`config.mk`:
```
export PLATFORM = sky130hd
export DESIGN_NAME = iag_address_gen
export DESIGN_NICKNAME = d
export VERILOG_FILES = /design/src/iag_pkg.sv /design/src/iag_pointer_pair.sv /design/src/iag_address_gen.sv
export VERILOG_INCLUDE_DIRS = /design/src
export SDC_FILE = /design/constraint.sdc
export NUM_CORES = 1
export LEC_CHECK = 0
export BUFFER_PORTS_ARGS = -buffer_cell sky130_fd_sc_hd__buf_4
export CAP_MARGIN = 30
export CORE_MARGIN = 2
export CORE_UTILIZATION = 40
export DETAILED_ROUTE_END_ITERATION = 10
export GPL_TIMING_DRIVEN = 0
export PLACE_DENSITY_LB_ADDON = 0.08
export REMOVE_ABC_BUFFERS = 1
export SYNTH_ARGS = -nofsm -noshare
export SYNTH_HDL_FRONTEND = slang
export SYNTH_SLANG_ARGS = --single-unit
```
`constraint.sdc`:
```
create_clock -name clock -period 10.9 [get_ports clock]
set_clock_uncertainty 0.05 [all_clocks]
set_input_delay 0.545 -clock clock [delete_from_list [all_inputs] [get_ports clock]]
set_output_delay 0.545 -clock clock [all_outputs]
set_load 0.005 [all_outputs]
```
`src/iag_defines.svh`:
```
/*
  Constants of the indirect address generator: register offsets, field positions,
  reset values and limits.
  Assumes inclusion by bare name from the package and the design modules.
*/
`ifndef IAG_DEFINES_SVH
`define IAG_DEFINES_SVH

// ==========================================================================
// Special function register map (12-bit data addresses)
`define IAG_ADDR_PLUSW0   12'h0_FEB
`define IAG_ADDR_PREINC0  12'h0_FEC
`define IAG_ADDR_POSTDEC0 12'h0_FED
`define IAG_ADDR_POSTINC0 12'h0_FEE
`define IAG_ADDR_INDIR0   12'h0_FEF
`define IAG_ADDR_PTR0L    12'h0_FE9
`define IAG_ADDR_PTR0H    12'h0_FEA
`define IAG_ADDR_PLUSW1   12'h0_FE3
`define IAG_ADDR_PREINC1  12'h0_FE4
`define IAG_ADDR_POSTDEC1 12'h0_FE5
`define IAG_ADDR_POSTINC1 12'h0_FE6
`define IAG_ADDR_INDIR1   12'h0_FE7
`define IAG_ADDR_PTR1L    12'h0_FE1
`define IAG_ADDR_PTR1H    12'h0_FE2
`define IAG_ADDR_PLUSW2   12'h0_FDB
`define IAG_ADDR_PREINC2  12'h0_FDC
`define IAG_ADDR_POST_DECREMENT_TWO 12'h0_FDD
`define IAG_ADDR_POSTINC2 12'h0_FDE
`define IAG_ADDR_INDIR2   12'h0_FDF
`define IAG_ADDR_PTR2L    12'h0_FD9
`define IAG_ADDR_PTR2H    12'h0_FDA
// Each pair's operand block spans base..base+4, pairs 8 apart
`define IAG_OPND_SPAN     12'h0_008
`define IAG_HIGH_MASK     8'h0F
// Access bank and literal offset limits
`define IAG_LIT_LIMIT     8'h5F
`define IAG_ACCESS_SFR    12'h0_F00
`define IAG_ACCESS_SPLIT  8'h60
`define IAG_ZERO_BYTE     8'h00
`define IAG_PTR_RESET     12'h0_000
`define IAG_ONE           12'h0_001
// APB register offsets (byte addresses)
`define IAG_REG_ACCESS    12'h0_000
`define IAG_REG_CONFIG    12'h0_004
`define IAG_REG_WREG      12'h0_008
`define IAG_REG_BANK      12'h0_00C
`define IAG_REG_PTR0      12'h0_010
`define IAG_REG_PTR1      12'h0_014
`define IAG_REG_PTR2      12'h0_018
`define IAG_REG_RESULT    12'h0_01C
`define IAG_REG_STATUS    12'h0_020
`define IAG_REG_OPCODE    12'h0_024
// Field positions
`define IAG_ACC_WR_BIT    8
`define IAG_ACC_A_BIT     9
`define IAG_ACC_GO_BIT    10
`define IAG_CFG_EXTENDED_SET_ENABLE_BIT 0

`endif

```
`src/iag_pkg.sv`:
```
/*
  Types of the indirect address generator.
  Assumes iag_defines.svh sits in the include path.
*/
package iag_pkg;
  `include "iag_defines.svh"

  // ==========================================================================
  // Operand kinds of a pointer pair
  typedef enum logic [2:0] {
    IAG_OP_NONE,
    IAG_OP_PLAIN,
    IAG_OP_POST_DECREMENT_OPERAND,
    IAG_OP_POST_INCREMENT_OPERAND,
    IAG_OP_PRE_INCREMENT_OPERAND,
    IAG_OP_ACCUMULATOR_OFFSET_OPERAND
  } iag_op_t;

  // Decoded file access
  typedef struct packed {
    iag_op_t     op;
    logic [1:0]  pair;
    logic [11:0] addr;
  } iag_decode_t;

  // Extended opcodes made decodable by the extended set
  typedef enum logic [2:0] {
    IAG_X_NONE,
    IAG_X_PTR_ADD,
    IAG_X_CALL_VIA_ACCUMULATOR,
    IAG_X_INDEXED_TO_FILE_MOVE,
    IAG_X_INDEXED_TO_INDEXED_MOVE,
    IAG_X_PTR_SUB
  } iag_xop_t;
endpackage : iag_pkg

```
`src/iag_pointer_pair.sv`:
```
/*
  One pointer pair: twelve-bit pointer with post/pre modify and direct load.
  Assumes strobes come from the core on the same clock, one-cycle pulses.
*/
`timescale 1ns/1ps
`include "iag_defines.svh"

module iag_pointer_pair
  import iag_pkg::*;
(
  input  wire logic        clock,
  input  wire logic        rst_n,
  input  wire logic        load_low,
  input  wire logic        load_high,
  input  wire logic        load_both,
  input  wire logic [7:0]  wdata,
  input  wire logic        inc,
  input  wire logic        dec,
  output logic      [11:0] ptr
);

  // ==========================================================================
  // Update
  logic [11:0] ptr_q;
  logic [11:0] ptr_d;

  // Whole-pair arithmetic lets low-byte wrap carry into the high byte
  assign ptr_d = load_both ? {4'h0, wdata}
               : load_low  ? {ptr_q[11:8], wdata}
               : load_high ? {wdata[3:0], ptr_q[7:0]}
               : inc       ? ptr_q + `IAG_ONE
               : dec       ? ptr_q - `IAG_ONE
               : ptr_q;

  always_ff @(posedge clock) begin
    if (!rst_n) begin
      ptr_q <= `IAG_PTR_RESET;
    end else begin
      ptr_q <= ptr_d;
    end
  end

  assign ptr = ptr_q;
endmodule : iag_pointer_pair

```
`src/iag_address_gen.sv`:
```
/*
  Indirect address generator with APB register access.
  Assumes an APB master on the core clock; software writes a file access
  request, the block resolves the data address and runs at most one access on the
  data memory port, which answers in the same cycle.
*/
`timescale 1ns/1ps
`include "iag_defines.svh"

module iag_address_gen
  import iag_pkg::*;
(
  input  wire logic        clock,
  input  wire logic        rst_n,
  input  wire logic        psel,
  input  wire logic        penable,
  input  wire logic        pwrite,
  input  wire logic [11:0] paddr,
  input  wire logic [31:0] pwdata,
  output logic      [31:0] prdata,
  output logic             pready,
  output logic             pslverr,
  output logic      [11:0] mem_addr,
  output logic             mem_rd,
  output logic             mem_wr,
  output logic      [7:0]  mem_wdata,
  input  wire logic [7:0]  mem_rdata,
  input  wire logic [7:0]  flags_in,
  output logic      [7:0]  flags_out
);

  // ==========================================================================
  // Bus decode
  logic        wr_en;
  logic        rd_en;
  logic        hit_access;
  logic        hit_config;
  logic        hit_wreg;
  logic        hit_bank;
  logic        hit_ptr0;
  logic        hit_ptr1;
  logic        hit_ptr2;
  logic        hit_result;
  logic        hit_status;
  logic        hit_opcode;
  logic        hit_any;

  assign wr_en      = psel & penable & pwrite;
  assign rd_en      = psel & penable & ~pwrite;
  assign hit_access = (paddr == `IAG_REG_ACCESS);
  assign hit_config = (paddr == `IAG_REG_CONFIG);
  assign hit_wreg   = (paddr == `IAG_REG_WREG);
  assign hit_bank   = (paddr == `IAG_REG_BANK);
  assign hit_ptr0   = (paddr == `IAG_REG_PTR0);
  assign hit_ptr1   = (paddr == `IAG_REG_PTR1);
  assign hit_ptr2   = (paddr == `IAG_REG_PTR2);
  assign hit_result = (paddr == `IAG_REG_RESULT);
  assign hit_status = (paddr == `IAG_REG_STATUS);
  assign hit_opcode = (paddr == `IAG_REG_OPCODE);
  assign hit_any    = hit_access | hit_config | hit_wreg | hit_bank | hit_ptr0 | hit_ptr1
                    | hit_ptr2 | hit_result | hit_status | hit_opcode;
  assign pready     = 1'b1;
  assign pslverr    = psel & penable & ~hit_any;

  // ==========================================================================
  // Software registers
  logic        extended_set_enable_q;
  logic [7:0]  wreg_q;
  logic [3:0]  bank_q;
  logic [7:0]  result_q;
  logic        last_null_q;
  logic [11:0] last_addr_q;
  logic [7:0]  opcode_q;
  logic        go;
  logic        acc_wr;
  logic        acc_a;
  logic [7:0]  acc_file;
  logic [7:0]  acc_data;

  assign go       = wr_en & hit_access & pwdata[`IAG_ACC_GO_BIT];
  assign acc_wr   = pwdata[`IAG_ACC_WR_BIT];
  assign acc_a    = pwdata[`IAG_ACC_A_BIT];
  assign acc_file = pwdata[7:0];
  assign acc_data = pwdata[23:16];

  always_ff @(posedge clock) begin
    if (!rst_n) begin
      extended_set_enable_q  <= 1'b0;
      wreg_q   <= `IAG_ZERO_BYTE;
      bank_q   <= 4'h0;
      opcode_q <= `IAG_ZERO_BYTE;
    end else begin
      if (wr_en && hit_config) extended_set_enable_q <= pwdata[`IAG_CFG_EXTENDED_SET_ENABLE_BIT];
      if (wr_en && hit_wreg) wreg_q <= pwdata[7:0];
      if (wr_en && hit_bank) bank_q <= pwdata[3:0];
      if (wr_en && hit_opcode) opcode_q <= pwdata[7:0];
    end
  end

  // ==========================================================================
  // File address formation
  logic        lit_mode;
  logic [11:0] direct_addr;
  logic [11:0] ptr [3];
  logic [11:0] file_addr;

  // Literal offset only with the set enabled, access bank and low address
  assign lit_mode    = extended_set_enable_q & ~acc_a & (acc_file <= `IAG_LIT_LIMIT);
  assign direct_addr = acc_a ? {bank_q, acc_file}
                     : (acc_file >= `IAG_ACCESS_SPLIT) ? (`IAG_ACCESS_SFR | {4'h0, acc_file})
                     : {4'h0, acc_file};
  assign file_addr   = lit_mode ? ptr[2] + {4'h0, acc_file} : direct_addr;

  // ==========================================================================
  // Operand decode: pairs sit 8 apart below the pair-zero block
  iag_decode_t dec;
  logic [11:0] rel;
  logic [1:0]  pair_sel;
  logic        in_block;

  assign pair_sel = (file_addr >= `IAG_ADDR_PLUSW0) ? 2'd0
                  : (file_addr >= `IAG_ADDR_PLUSW1) ? 2'd1 : 2'd2;
  assign rel      = file_addr - (`IAG_ADDR_PLUSW0 - `IAG_OPND_SPAN * {10'd0, pair_sel});
  assign in_block = (file_addr >= `IAG_ADDR_PLUSW2) && (rel <= 12'd4)
                  && (file_addr <= `IAG_ADDR_INDIR0);
  always_comb begin
    dec.pair = pair_sel;
    dec.addr = file_addr;
    dec.op   = IAG_OP_NONE;
    if (in_block) begin
      case (rel[2:0])
        3'd0:    dec.op = IAG_OP_ACCUMULATOR_OFFSET_OPERAND;
        3'd1:    dec.op = IAG_OP_PRE_INCREMENT_OPERAND;
        3'd2:    dec.op = IAG_OP_POST_DECREMENT_OPERAND;
        3'd3:    dec.op = IAG_OP_POST_INCREMENT_OPERAND;
        default: dec.op = IAG_OP_PLAIN;
      endcase
    end
  end

  // ==========================================================================
  // Indirect target
  logic [11:0] base;
  logic [11:0] w_ext;
  logic [11:0] ind_addr;
  logic        ind_virtual;
  logic        is_ind;

  assign base   = ptr[dec.pair];
  assign w_ext  = {{4{wreg_q[7]}}, wreg_q};
  assign is_ind = (dec.op != IAG_OP_NONE);
  always_comb begin
    case (dec.op)
      IAG_OP_PRE_INCREMENT_OPERAND: ind_addr = base + `IAG_ONE;
      IAG_OP_ACCUMULATOR_OFFSET_OPERAND:  ind_addr = base + w_ext;
      default:       ind_addr = base;
    endcase
  end
  assign ind_virtual = (ind_addr >= `IAG_ADDR_PLUSW2) && (ind_addr <= `IAG_ADDR_INDIR0)
                     && !(ind_addr >= `IAG_ADDR_PTR1L && ind_addr <= `IAG_ADDR_PTR1H)
                     && !(ind_addr >= `IAG_ADDR_PTR0L && ind_addr <= `IAG_ADDR_PTR0H);

  // Writes aimed at a pair's own operand load the pair directly
  logic self_write;
  assign self_write = go & acc_wr & is_ind;

  // ==========================================================================
  // Pointer pairs
  logic [2:0] p_inc;
  logic [2:0] p_dec;
  logic [2:0] p_lo;
  logic [2:0] p_hi;
  logic [2:0] p_both;
  logic [11:0] lo_addr [3];
  logic [11:0] hi_addr [3];
  assign lo_addr[0] = `IAG_ADDR_PTR0L;
  assign lo_addr[1] = `IAG_ADDR_PTR1L;
  assign lo_addr[2] = `IAG_ADDR_PTR2L;
  assign hi_addr[0] = `IAG_ADDR_PTR0H;
  assign hi_addr[1] = `IAG_ADDR_PTR1H;
  assign hi_addr[2] = `IAG_ADDR_PTR2H;

  genvar gi;
  generate
    for (gi = 0; gi < 3; gi++) begin : g_pair
      logic [7:0] sw_data;
      logic       sw_hit;
      logic       sel;
      assign sel     = go & is_ind & (dec.pair == 2'(gi));
      // Auto-modify on every pre-increment, post-increment and post-decrement read, virtual targets included; flags are passed through untouched
      assign p_inc[gi]  = sel & ~self_write & (dec.op inside {IAG_OP_POST_INCREMENT_OPERAND, IAG_OP_PRE_INCREMENT_OPERAND});
      assign p_dec[gi]  = sel & ~self_write & (dec.op == IAG_OP_POST_DECREMENT_OPERAND);
      assign p_both[gi] = sel & self_write;
      assign sw_hit  = wr_en & ((gi == 0) ? hit_ptr0 : (gi == 1) ? hit_ptr1 : hit_ptr2);
      assign sw_data = pwdata[7:0];
      // Direct file writes to the pointer bytes, from software or an access
      // A high-byte write must not also load the low byte, which would win the priority
      assign p_lo[gi] = (go & acc_wr & ~is_ind & (file_addr == lo_addr[gi])) | (sw_hit & ~pwdata[31]);
      assign p_hi[gi] = (go & acc_wr & ~is_ind & (file_addr == hi_addr[gi]))
                      | (sw_hit & pwdata[31]);
      iag_pointer_pair u_pair (
        .clock     (clock),
        .rst_n     (rst_n),
        .load_low  (p_lo[gi]),
        .load_high (p_hi[gi]),
        .load_both (p_both[gi]),
        .wdata     (sw_hit ? (pwdata[31] ? pwdata[15:8] : sw_data) : acc_data),
        .inc       (p_inc[gi]),
        .dec       (p_dec[gi]),
        .ptr       (ptr[gi])
      );
    end
  endgenerate

  // ==========================================================================
  // Data memory access
  logic [11:0] tgt_addr;
  logic        blocked;
  logic [7:0]  ptr_byte;
  logic        ptr_read;

  assign tgt_addr  = is_ind ? ind_addr : file_addr;
  assign blocked   = is_ind & ind_virtual;
  assign mem_addr  = tgt_addr;
  assign mem_rd    = go & ~acc_wr & ~blocked & ~ptr_read;
  assign mem_wr    = go & acc_wr & ~blocked & ~self_write & ~(|p_lo) & ~(|p_hi);
  assign mem_wdata = acc_data;
  assign flags_out = flags_in;

  // Pointer bytes read back as themselves for direct access
  assign ptr_read = ~is_ind & ((tgt_addr == `IAG_ADDR_PTR0L) | (tgt_addr == `IAG_ADDR_PTR0H)
                  | (tgt_addr == `IAG_ADDR_PTR1L) | (tgt_addr == `IAG_ADDR_PTR1H)
                  | (tgt_addr == `IAG_ADDR_PTR2L) | (tgt_addr == `IAG_ADDR_PTR2H));
  assign ptr_byte = (tgt_addr == `IAG_ADDR_PTR0L) ? ptr[0][7:0]
                  : (tgt_addr == `IAG_ADDR_PTR0H) ? {4'h0, ptr[0][11:8]}
                  : (tgt_addr == `IAG_ADDR_PTR1L) ? ptr[1][7:0]
                  : (tgt_addr == `IAG_ADDR_PTR1H) ? {4'h0, ptr[1][11:8]}
                  : (tgt_addr == `IAG_ADDR_PTR2L) ? ptr[2][7:0]
                  : {4'h0, ptr[2][11:8]};

  always_ff @(posedge clock) begin
    if (!rst_n) begin
      result_q    <= `IAG_ZERO_BYTE;
      last_null_q <= 1'b0;
      last_addr_q <= `IAG_PTR_RESET;
    end else if (go) begin
      last_null_q <= blocked;
      last_addr_q <= tgt_addr;
      if (!acc_wr) begin
        result_q <= blocked ? `IAG_ZERO_BYTE
                  : ptr_read ? ptr_byte : mem_rdata;
      end
    end
  end

  // ==========================================================================
  // Extended opcode decode: only recognised with the set enabled
  iag_xop_t xop;
  always_comb begin
    xop = IAG_X_NONE;
    if (extended_set_enable_q) begin
      case (opcode_q)
        8'hE8:   xop = IAG_X_PTR_ADD;
        8'h14:   xop = IAG_X_CALL_VIA_ACCUMULATOR;
        8'hEB:   xop = IAG_X_INDEXED_TO_FILE_MOVE;
        8'hEC:   xop = IAG_X_INDEXED_TO_INDEXED_MOVE;
        8'hE9:   xop = IAG_X_PTR_SUB;
        default: xop = IAG_X_NONE;
      endcase
    end
  end

  // ==========================================================================
  // Read mux
  logic [31:0] rdata;
  always_comb begin
    rdata = 32'h0000_0000;
    if (hit_config) rdata = {31'h0000_0000, extended_set_enable_q};
    else if (hit_wreg) rdata = {24'h00_0000, wreg_q};
    else if (hit_bank) rdata = {28'h000_0000, bank_q};
    else if (hit_ptr0) rdata = {20'h0_0000, ptr[0]};
    else if (hit_ptr1) rdata = {20'h0_0000, ptr[1]};
    else if (hit_ptr2) rdata = {20'h0_0000, ptr[2]};
    else if (hit_result) rdata = {24'h00_0000, result_q};
    else if (hit_status) rdata = {19'h0_0000, last_null_q, last_addr_q};
    else if (hit_opcode) rdata = {21'h00_0000, xop, opcode_q};
  end
  // APB read data may be driven straight from the mux since pready is constant high
  assign prdata = rd_en ? rdata : 32'h0000_0000;
endmodule : iag_address_gen

```
==> results.json, run 1 <==
{
  "outcome": "finished clean",
  "io_pins": 129,
  "postCtsSetupBuffers": 0,
  "r2r_start": "g_pair[2].u_pair.ptr[4]",
  "r2r_slack_ns": 0.71,
  "yosys_warnings": 0,
  "whs_endpoint": "result_q[6]",
  "leakage_nw": 4.262,
  "seqPwrFrac_pct": 38.4,
  "initial_core_util_pct": 41.07,
  "gp_congestion": 0.9874,
  "cts_root_buffer": "clkbuf_16",
  "synthToLayoutAreaGrowth_pct": 10.53,
  "setup_viol": 0,
  "yosys-top-cells-area": "dfxtp_1 17%, ha_1 7.2%, nand2_1 6.2%",
  "vias": 9704,
  "grt-ovfl-total": 0,
  "drt-initial-drc-count": 812,
  "grt_pass1_vias": 9099,
  "n_fill_cell": 2320,
  "tns_ns": 0,
  "coreArea_sq_mm": 0.02196,
  "cts_sinks": 78,
  "ys_types": 79,
  "r2r_end": "result_q[0]",
  "dieArea_sq_mm": 0.02376,
  "p_switching_mw": 0.2158,
  "post-route-worst-setup-slack_ns": 0.5191,
  "synth_top_family_by_area": "compound AO/OA/AOI/OAI gates",
  "slew_headroom_pct": 27.25,
  "htree_levels": 3,
  "synth_xor_area_share_pct": 4.564,
  "synth_fa_ha_area_share_pct": 8.324,
  "post-route-min-period_ns": 10.38,
  "peakVddDrop_mv": 0.07329,
  "avgSynthCellArea_sq_um": 7.129,
  "worstHoldStart": "mem_rdata[6]",
  "pre_cts_ws_ns": 0.8529,
  "synthCells": 1265,
  "synthTopCellsByCount": "148 x nand2_1, 113 x nor2_1, 81 x o21ai_0, 80 x a21oi_1, 78 x dfxtp_1",
  "grt_pass1_wl_microns": 54820,
  "io_buffer_count": 85,
  "holdBufCountCts": 0,
  "drv_cap": 0,
  "cts_resized": 0,
  "endpoint_kind": "primary output",
  "critPathLaunchType": "flip-flop",
  "dp_cells": 1563,
  "synthArstFlopShare_pct": 0,
  "cpMaxStageDelayCell": "nor2_1",
  "hold_class": "input port to flip-flop",
  "grt_max_degree": 66,
  "cpMostUsedCell": "ha_1",
  "power_density_mw_per_mm2": 74.35,
  "hpwl_microns": 28610,
  "synthesis.area_sq_mm": 0.009019,
  "postRouteAntennaNets": 0,
  "yosysSeqAreaShare_pct": 17.31,
  "drive_above_1_share_pct": 10.32,
  "antenna_cells": 0,
  "p_int_mw": 0.5253,
  "synth_mux_area_share_pct": 6.382,
  "final_nets": 1416,
  "die_x_microns": 154.2,
  "clkTransAtPathRegs_ns": 0.07,
  "combPwrFrac_pct": 15.3,
  "synth_top_cell_area_share_pct": 17.31,
  "synth_compound_area_share_pct": 28.51,
  "synth_seq_cells": 78,
  "drc": 0,
  "required_ns": 10.31,
  "critPathMaxFanout": 14,
  "antenna_found_initial": 1,
  "cts_buffers": 9,
  "drt_pass1_iterations": 8,
  "yosys_most_used_dff": "dfxtp_1",
  "tritoncts": "done",
  "whs_path_depth": 3,
  "worst-setup-path-type": "flip-flop to primary output",
  "yosysMostFrequentCell": "nand2_1",
  "cp_slowest_stage_delay_ns": 1.00,
  "synth-edff-count": 0,
  "arrival_ns": 9.79,
  "fmaxAchievable_mhz": 96.33,
  "synthSimpleGateAreaFrac_pct": 26.79,
  "p_clk_share_pct": 46.3,
  "worst_skew_pair.late_latency_ns": 0.36,
  "num_rows": 54,
  "tightest_slew_ns": 1.087,
  "drv_slew": 0,
  "period_share_pct": 95.24,
  "hold_violations": 0,
  "wl_microns": 36550,
  "cts_buffer_depth": 2,
  "r2r_cells": 28,
  "finalNonFillerCells": 1579,
  "wl_per_cell_microns": 23.14,
  "switching_share_pct": 29.12,
  "grt_use_total_pct": 30.28,
  "grt_setup_unrepaired": "false",
  "yosys.area.top_type": "dfxtp_1",
  "routed_via_density": 6.146,
  "die_h_microns": 154.2
}
==> final cells by class <==
cell class	count	area, sq um	area share [%]
multi-input cells	1053	6822	68.43
flip-flops and latches	78	1562	15.66
repair buffers	93	693.2	6.954
well taps	280	350.3	3.514
clock buffers	10	229.0	2.297
inverters	59	226.5	2.272
clock inverters	6	86.33	0.8661
==> kinds of logic (layout without fill, tap and decap cells) <==
family,after synthesis,count (layout)
compound gates,376,376
xor+xnor,47,47
fa+ha+maj,57,57
buf+inv,152,168
flops,78,78
mux,57,57
other cells,2,20
simple gates,496,496
==> layout by cell type, fill, tap and decap left out, types with 23 or more instances in the layout <==
cell type / netlist / routed
a211oi_1: 31 / 31
a21boi_0: 27 / 27
dfxtp_1: 78 / 78
nand2_1: 148 / 148
nor3_1: 41 / 39
xnor2_1: 27 / 27
a21oi_1: 80 / 80
buf_4: 38 / 91
nand3_1: 39 / 39
nor2b_1: 28 / 28
mux2i_1: 53 / 53
ha_1: 52 / 52
inv_1: 58 / 58
nor2_1: 113 / 113
and3_1: 23 / 23
o21ai_0: 81 / 81
==> worst max path at each step <==
stage	start	endpoint	slack (ns)	cells after the start
final	g_pair[2].u_pair.ptr[4]	mem_rd	0.52	28
after global routing	g_pair[2].u_pair.ptr[4]	mem_rd	0.01	28
after CTS	g_pair[2].u_pair.ptr[4]	mem_rd	0.80	28
after detailed placement	pwdata[0]	result_q[1]	0.85	31
after global placement	pwdata[6]	result_q[1]	0.64	29
after floorplan	pwdata[4]	result_q[0]	3.02	29
==> sequential cells by signal (all words and copies together) (netlist names) <==
name,cells
last_null_q,1
bank_q,4
last_addr_q,12
extended_set_enable_q,1
opcode_q,8
g_pair.u_pair.ptr,36
wreg_q,8
result_q,8
==> power groups by stage <==
stage	registers, mW	logic, mW	clock network [mW]
global route	0.285	0.121	0.357
floorplan	0.291	0.0508	0
detailed placement	0.291	0.111	0
global placement	0.291	0.110	0
finish	0.285	0.113	0.343
CTS	0.285	0.111	0.349
==> through the flow <==
| stage | area [sq um] | total power, mW | hold WS (ns) | util [%] |
|---|---|---|---|---|
| 2_1_floorplan | 8588 | 0.3422 | 0.3861 | - |
| 4_1_cts | 9968 | 0.7446 | 0.3495 | 45.40 |
| 3_3_place_gp | 9577 | 0.4013 | 0.3988 | 43.61 |
| 3_5_place_dp | 9653 | 0.4024 | 0.4099 | 43.96 |
| 6_report | 9968 | 0.7411 | 0.3530 | 45.40 |
| 5_1_grt | 9968 | 0.7628 | 0.3629 | 45.40 |
==> critical path, delay by kind of cell, from the launching register on <==
family | cells | cell delay (ns)
buffers and inverters | 1 | 0.16
xor gates and xnor gates | 1 | 0.24
DFF | 1 | 0.64
AOI/OAI and AO/OA | 12 | 3.68
and+or+nand+nor | 10 | 3.37
adders and majority gates | 4 | 1.34
==> per-layer routing <==
layer,global-route usage [%],part of all wire [%],wire [microns],vias up
li1,-,-,-,4631
met1,40.09,44,16240,4586
met2,48.96,45,16410,413
met3,5.355,6.7,2432,74
met4,11.84,4.0,1459,0
met5,0,0,0,-
Power figures use the tool's default switching activity.
==> run 2: changes to the inputs <==
--- a/config.mk
+++ b/config.mk
@@ -13,7 +13,6 @@
 export DETAILED_ROUTE_END_ITERATION = 10
 export GPL_TIMING_DRIVEN = 0
 export PLACE_DENSITY_LB_ADDON = 0.08
-export REMOVE_ABC_BUFFERS = 1
 export SYNTH_ARGS = -nofsm -noshare
 export SYNTH_HDL_FRONTEND = slang
 export SYNTH_SLANG_ARGS = --single-unit
==> constraint.sdc (replaced) <==
create_clock -name clock -period 10.9 [get_ports clock]
set_clock_uncertainty 0.05 [all_clocks]
set_input_delay 1.09 -clock clock [delete_from_list [all_inputs] [get_ports clock]]
set_output_delay 1.09 -clock clock [all_outputs]
set_load 0.005 [all_outputs]
==> results.json, run 2 (synthesis results as in run 1) <==
{
  "hold_violations": 0,
  "grt_pass1_vias": 9536,
  "grt_use_total_pct": 32.52,
  "io_buffer_count": 92,
  "initial_core_util_pct": 41.07,
  "peakVddDrop_mv": 0.06049,
  "hold_class": "flip-flop to flip-flop",
  "layout_commonest_cell": "nand2_1",
  "cts_buffer_depth": 2,
  "fin_hold_ws_ns": 0.4170,
  "antenna_found_initial": 0,
  "power_density_mw_per_mm2": 72.56,
  "coreArea_sq_mm": 0.02196,
  "tritoncts": "done",
  "grt_setup_unrepaired": "false",
  "vias": 10260,
  "drive_above_1_share_pct": 13.12,
  "period_share_pct": 96.74,
  "power_mw": 0.7623,
  "die_x_microns": 154.2,
  "endpoint_kind": "primary output",
  "fin_area_sq_mm": 0.01051,
  "postRouteAntennaNets": 0,
  "htree_levels": 3,
  "postPlaceCellArea_sq_mm": 0.01015,
  "drt_pass1_iterations": 5,
  "cp_slowest_stage_delay_ns": 0.52,
  "worst_skew_pair.late_latency_ns": 0.36,
  "num_rows": 54,
  "io_pins": 129,
  "drt-initial-drc-count": 987,
  "die_h_microns": 154.2,
  "hpwl_microns": 31430,
  "most-common-layout-cells": "148 x nand2_1, 133 x buf_4, 112 x nor2_1, 81 x o21ai_0, 80 x a21oi_1",
  "clkTransAtPathRegs_ns": 0.06,
  "grt_max_degree": 14,
  "final_nets": 1512,
  "register_area_sq_mm": 0.001562,
  "dieArea_sq_mm": 0.02376,
  "gp_congestion": 1.033,
  "tightest_slew_ns": 0.9696,
  "wl_microns": 39270,
  "drv_cap": 0,
  "leakage_nw": 4.568,
  "worst-setup-path-type": "input port to primary output",
  "antenna_cells": 0,
  "required_ns": 9.76,
  "outcome": "finished clean",
  "critPathMaxFanout": 13,
  "grt_pass1_wl_microns": 58240,
  "arrival_ns": 9.40,
  "drv_slew": 0,
  "cpMostUsedCell": "clkbuf_2",
  "setup_viol": 0,
  "post-route-min-period_ns": 10.54,
  "cts_sinks": 78,
  "grt-ovfl-total": 0,
  "n_fill_cell": 2290,
  "cts_root_buffer": "clkbuf_16",
  "wl_per_cell_microns": 23.45,
  "multi_input_area_sq_mm": 0.006820,
  "drc": 0,
  "slew_headroom_pct": 35.16,
  "synthToLayoutAreaGrowth_pct": 16.50,
  "critPathLaunchType": "input port",
  "cts_buffers": 9,
  "routed_via_density": 6.127,
  "fmaxAchievable_mhz": 94.84,
  "cpMaxStageDelayCell": "fa_1",
  "largest_reg_flops": 36
}
==> run 2: worst paths after layout <==
check | from | to | slack, ns | depth (start not counted)
worst min register to register | last_addr_q[8] | last_addr_q[8] | 0.42 | 2
worst max register to register | g_pair[2].u_pair.ptr[4] | result_q[1] | 1.04 | 31
worst max-delay path | pwdata[1] | mem_rd | 0.36 | 34
worst min-delay path | last_addr_q[8] | last_addr_q[8] | 0.42 | 2
==> run 2: layer usage <==
metal | global-route usage [%] | vias up | part of all wire (%)
met5 | 0 | - | 0
li1 | - | 4832 | -
met3 | 6.370 | 115 | 8.8
met2 | 51.65 | 524 | 44
met1 | 42.67 | 4791 | 42
met4 | 14.73 | 0 | 4.6
==> run 2: cell type report <==
class	count	share of cell area [%]
well taps	280	3.335
flip-flops and latches	78	14.86
inverters	59	2.156
clock buffers	11	2.310
plain buffers	92	4.740
repair buffers	97	6.907
clock inverters	5	0.7741
multi-input cells	1053	64.92
==> run 2: where the power goes <==
group / switching, mW / internal, mW / leakage [nW] / total [mW]
Combinational: 0.0796 / 0.0510 / 3.78 / 0.131
Clock: 0.139 / 0.208 / 0.156 / 0.347
Sequential: 0.0000133 / 0.285 / 0.628 / 0.285
==> run 2: timing repair <==
item	4_1_cts	5_1_grt
hold buffers	0	0
endpoints found under the setup margin	8	3
cloned	0	0
gates resized for setup	3	5
setup buffers	1	0
pin swaps	1	0
==> run 2: worst max-delay path: cells and delay by family <==
family,cells,cell delay [ns]
multiplexers,1,0.18
AO/OA/AOI/OAI,11,2.79
adder cells (fa/ha/maj),4,1.37
buffers and inverters,7,1.45
AND/OR/NAND/NOR,10,2.27
XOR/XNOR,1,0.22
==> run 2: stage by stage <==
step / worst slack [ns] / utilization (%) / setup TNS, ns / instances
after global routing: 0.04898 / 47.85 / 0 / 1675
after detailed placement: -0.8479 / 46.21 / -3.636 / 1658
after global placement: -0.8641 / 46.12 / -3.944 / 1655
after CTS: 0.05035 / 47.74 / 0 / 1674
after floorplan: 1.814 / - / 0 / 1283
final: 0.3557 / 47.85 / 0 / 1675
==> run 3: changes to the inputs <==
--- a/config.mk
+++ b/config.mk
@@ -15,4 +15,5 @@
 export PLACE_DENSITY_LB_ADDON = 0.08
 export SYNTH_ARGS = -nofsm -noshare
 export SYNTH_HDL_FRONTEND = slang
+export SYNTH_HIERARCHICAL = 1
 export SYNTH_SLANG_ARGS = --single-unit
==> results.json, run 3 <==
{
  "grt-ovfl-total": 0,
  "synthArstFlopShare_pct": 0,
  "final_nets": 1529,
  "vias": 10580,
  "pre_cts_ws_ns": 0.1851,
  "clkTransAtPathRegs_ns": 0.07,
  "synth_seq_cells": 78,
  "synthCells": 1283,
  "synthToLayoutAreaGrowth_pct": 15.80,
  "whs_endpoint": "last_null_q",
  "dp_cells": 1715,
  "r2r_start": "g_pair[2].u_pair/ptr[0]",
  "worstHoldStart": "last_null_q",
  "n_fill_cell": 2462,
  "seqPwrFrac_pct": 39.5,
  "grt_pass1_vias": 9863,
  "synthTopCellsByCount": "137 x a21oi_1, 134 x nor2_1, 99 x nand2_1, 78 x dfxtp_1, 52 x ha_1",
  "cp_slowest_stage_delay_ns": 0.68,
  "drt-initial-drc-count": 946,
  "post-route-min-period_ns": 10.10,
  "yosys.area.top_type": "dfxtp_1",
  "power_mw": 0.7215,
  "most-common-layout-cells": "137 x a21oi_1, 134 x nor2_1, 134 x buf_4, 99 x nand2_1, 78 x dfxtp_1",
  "drv_cap": 0,
  "synth-edff-count": 0,
  "yosysMostFrequentCell": "a21oi_1",
  "fmaxAchievable_mhz": 98.97,
  "grt_setup_unrepaired": "false",
  "critPathMaxFanout": 10,
  "slew_headroom_pct": 31.14,
  "coreArea_sq_mm": 0.02333,
  "cp_top_family": "compound AO/OA/AOI/OAI gates",
  "finalNonFillerCells": 1731,
  "largest_reg_flops": 36,
  "switching_share_pct": 31.59,
  "leakage_nw": 4.478,
  "endpoint_kind": "primary output",
  "p_int_mw": 0.4936,
  "path_buf_inv": 5,
  "required_ns": 9.76,
  "initial_core_util_pct": 40.43,
  "period_share_pct": 92.70,
  "drv_slew": 0,
  "combPwrFrac_pct": 17.8,
  "holdBufCountCts": 0,
  "cts_root_buffer": "clkbuf_16",
  "hold_violations": 0,
  "cts_buffers": 9,
  "tightest_slew_ns": 1.033,
  "die_x_microns": 157.6,
  "worst_skew_pair.late_latency_ns": 0.36,
  "antenna_cells": 0,
  "cpMaxStageDelayCell": "o31ai_2",
  "cts_buffer_depth": 2,
  "p_switching_mw": 0.2279,
  "worst-setup-path-type": "input port to primary output",
  "num_rows": 56,
  "wl_per_cell_microns": 22.82,
  "outcome": "finished clean",
  "yosys_most_used_dff": "dfxtp_1",
  "avgSynthCellArea_sq_um": 7.353,
  "grt_pass1_wl_microns": 58910,
  "tns_ns": 0,
  "arrival_ns": 8.96,
  "io_pins": 129,
  "yosys_warnings": 6,
  "ys_types": 106,
  "routed_via_density": 6.113,
  "dieArea_sq_mm": 0.02483,
  "cts_sinks": 78,
  "wl_microns": 39510,
  "r2r_slack_ns": 1.51,
  "drc": 0,
  "hold_class": "flip-flop to flip-flop",
  "postRouteAntennaNets": 0,
  "power_density_mw_per_mm2": 66.04,
  "synth_top_cell_area_share_pct": 16.55,
  "setup_viol": 0,
  "tritoncts": "done",
  "drive_above_1_share_pct": 16.15,
  "r2r_cells": 30,
  "whs_path_depth": 2,
  "hpwl_microns": 31280,
  "antenna_found_initial": 0,
  "grt_use_total_pct": 31.66,
  "io_buffer_count": 92,
  "yosysSeqAreaShare_pct": 16.55,
  "gp_congestion": 0.9651,
  "die_h_microns": 157.6,
  "critPathLaunchType": "input port",
  "p_clk_share_pct": 42.7,
  "yosys-top-cells-area": "dfxtp_1 17%, a21oi_1 7.3%, ha_1 6.9%",
  "peakVddDrop_mv": 0.05963,
  "grt_max_degree": 16,
  "htree_levels": 3,
  "post-route-worst-setup-slack_ns": 0.7958,
  "drt_pass1_iterations": 7,
  "r2r_end": "result_q[1]",
  "synthesis.area_sq_mm": 0.009434,
  "layout_commonest_cell": "a21oi_1"
}
==> run 3: how the worst max path moves through the flow <==
stage,cells after the start,slack (ns),end,startpoint
floorplan,27,2.41,mem_rd,pwdata[0]
global placement,29,0.18,mem_rd,pwdata[0]
detailed placement,29,0.19,mem_rd,pwdata[0]
CTS,29,0.18,mem_rd,pwdata[0]
global route,29,0.12,mem_rd,pwdata[0]
finish,29,0.80,mem_rd,pwdata[0]
==> run 3: power groups by stage <==
stage	Clock (mW)	Combinational [mW]	Sequential [mW]
6_report	0.308	0.129	0.285
5_1_grt	0.321	0.138	0.285
4_1_cts	0.310	0.125	0.285
3_5_place_dp	0	0.125	0.291
3_3_place_gp	0	0.125	0.291
2_1_floorplan	0	0.0680	0.291
==> run 3: worst min-delay path, delay by kind of cell, from the launching register on <==
kind | cells | cell delay (ns)
compound gates | 1 | 0.06
simple gates | 1 | 0.05
flops | 1 | 0.31
==> run 3: logic make-up (layout without fill, tap and decap cells) <==
kind of cell | after synthesis | in the layout | share of synthesized area (%)
flip-flops | 78 | 78 | 16.55
adder cells (fa/ha/maj) | 57 | 57 | 7.958
AO/OA/AOI/OAI | 471 | 471 | 35.68
buffers and inverters | 146 | 257 | 7.719
multiplexers | 39 | 39 | 4.151
other | 2 | 20 | 0.07961
XOR/XNOR | 36 | 36 | 3.342
AND/OR/NAND/NOR | 454 | 454 | 24.52
==> run 3: stage by stage <==
stage               util (%)  hold slack (ns)  cell area, sq um
floorplan                  -           0.3910              9502
global placement       45.39           0.4080             10590
detailed placement     45.50           0.4116             10620
CTS                    46.70           0.4224             10900
global route           46.82           0.4503             10920
finish                 46.82           0.4219             10920
==> run 3: metal layers <==
metal	vias up	track usage, %	share of wire (%)
li1	5012	-	-
met1	4955	40.89	42
met2	511	51.36	45
met3	104	5.749	8.8
met4	0	14.37	4.9
met5	-	0	0
==> run 3: what timing repair did <==
item / CTS / global route
resized for setup: 0 / 4
endpoints found under the hold margin: 0 / 0
setup endpoints to repair: 0 / 10
setup buffers: 0 / 0
==> run 3: cell type report <==
type / count / area, sq um / area share (%)
Buffer: 103 / 561.8 / 5.143
Clock buffer: 9 / 225.2 / 2.062
Clock inverter: 7 / 56.30 / 0.5154
Inverter: 43 / 166.4 / 1.523
Multi-Input combinational cell: 1077 / 7247 / 66.34
Sequential cell: 78 / 1562 / 14.29
Tap cell: 319 / 399.1 / 3.654
Timing Repair Buffer: 95 / 706.9 / 6.471
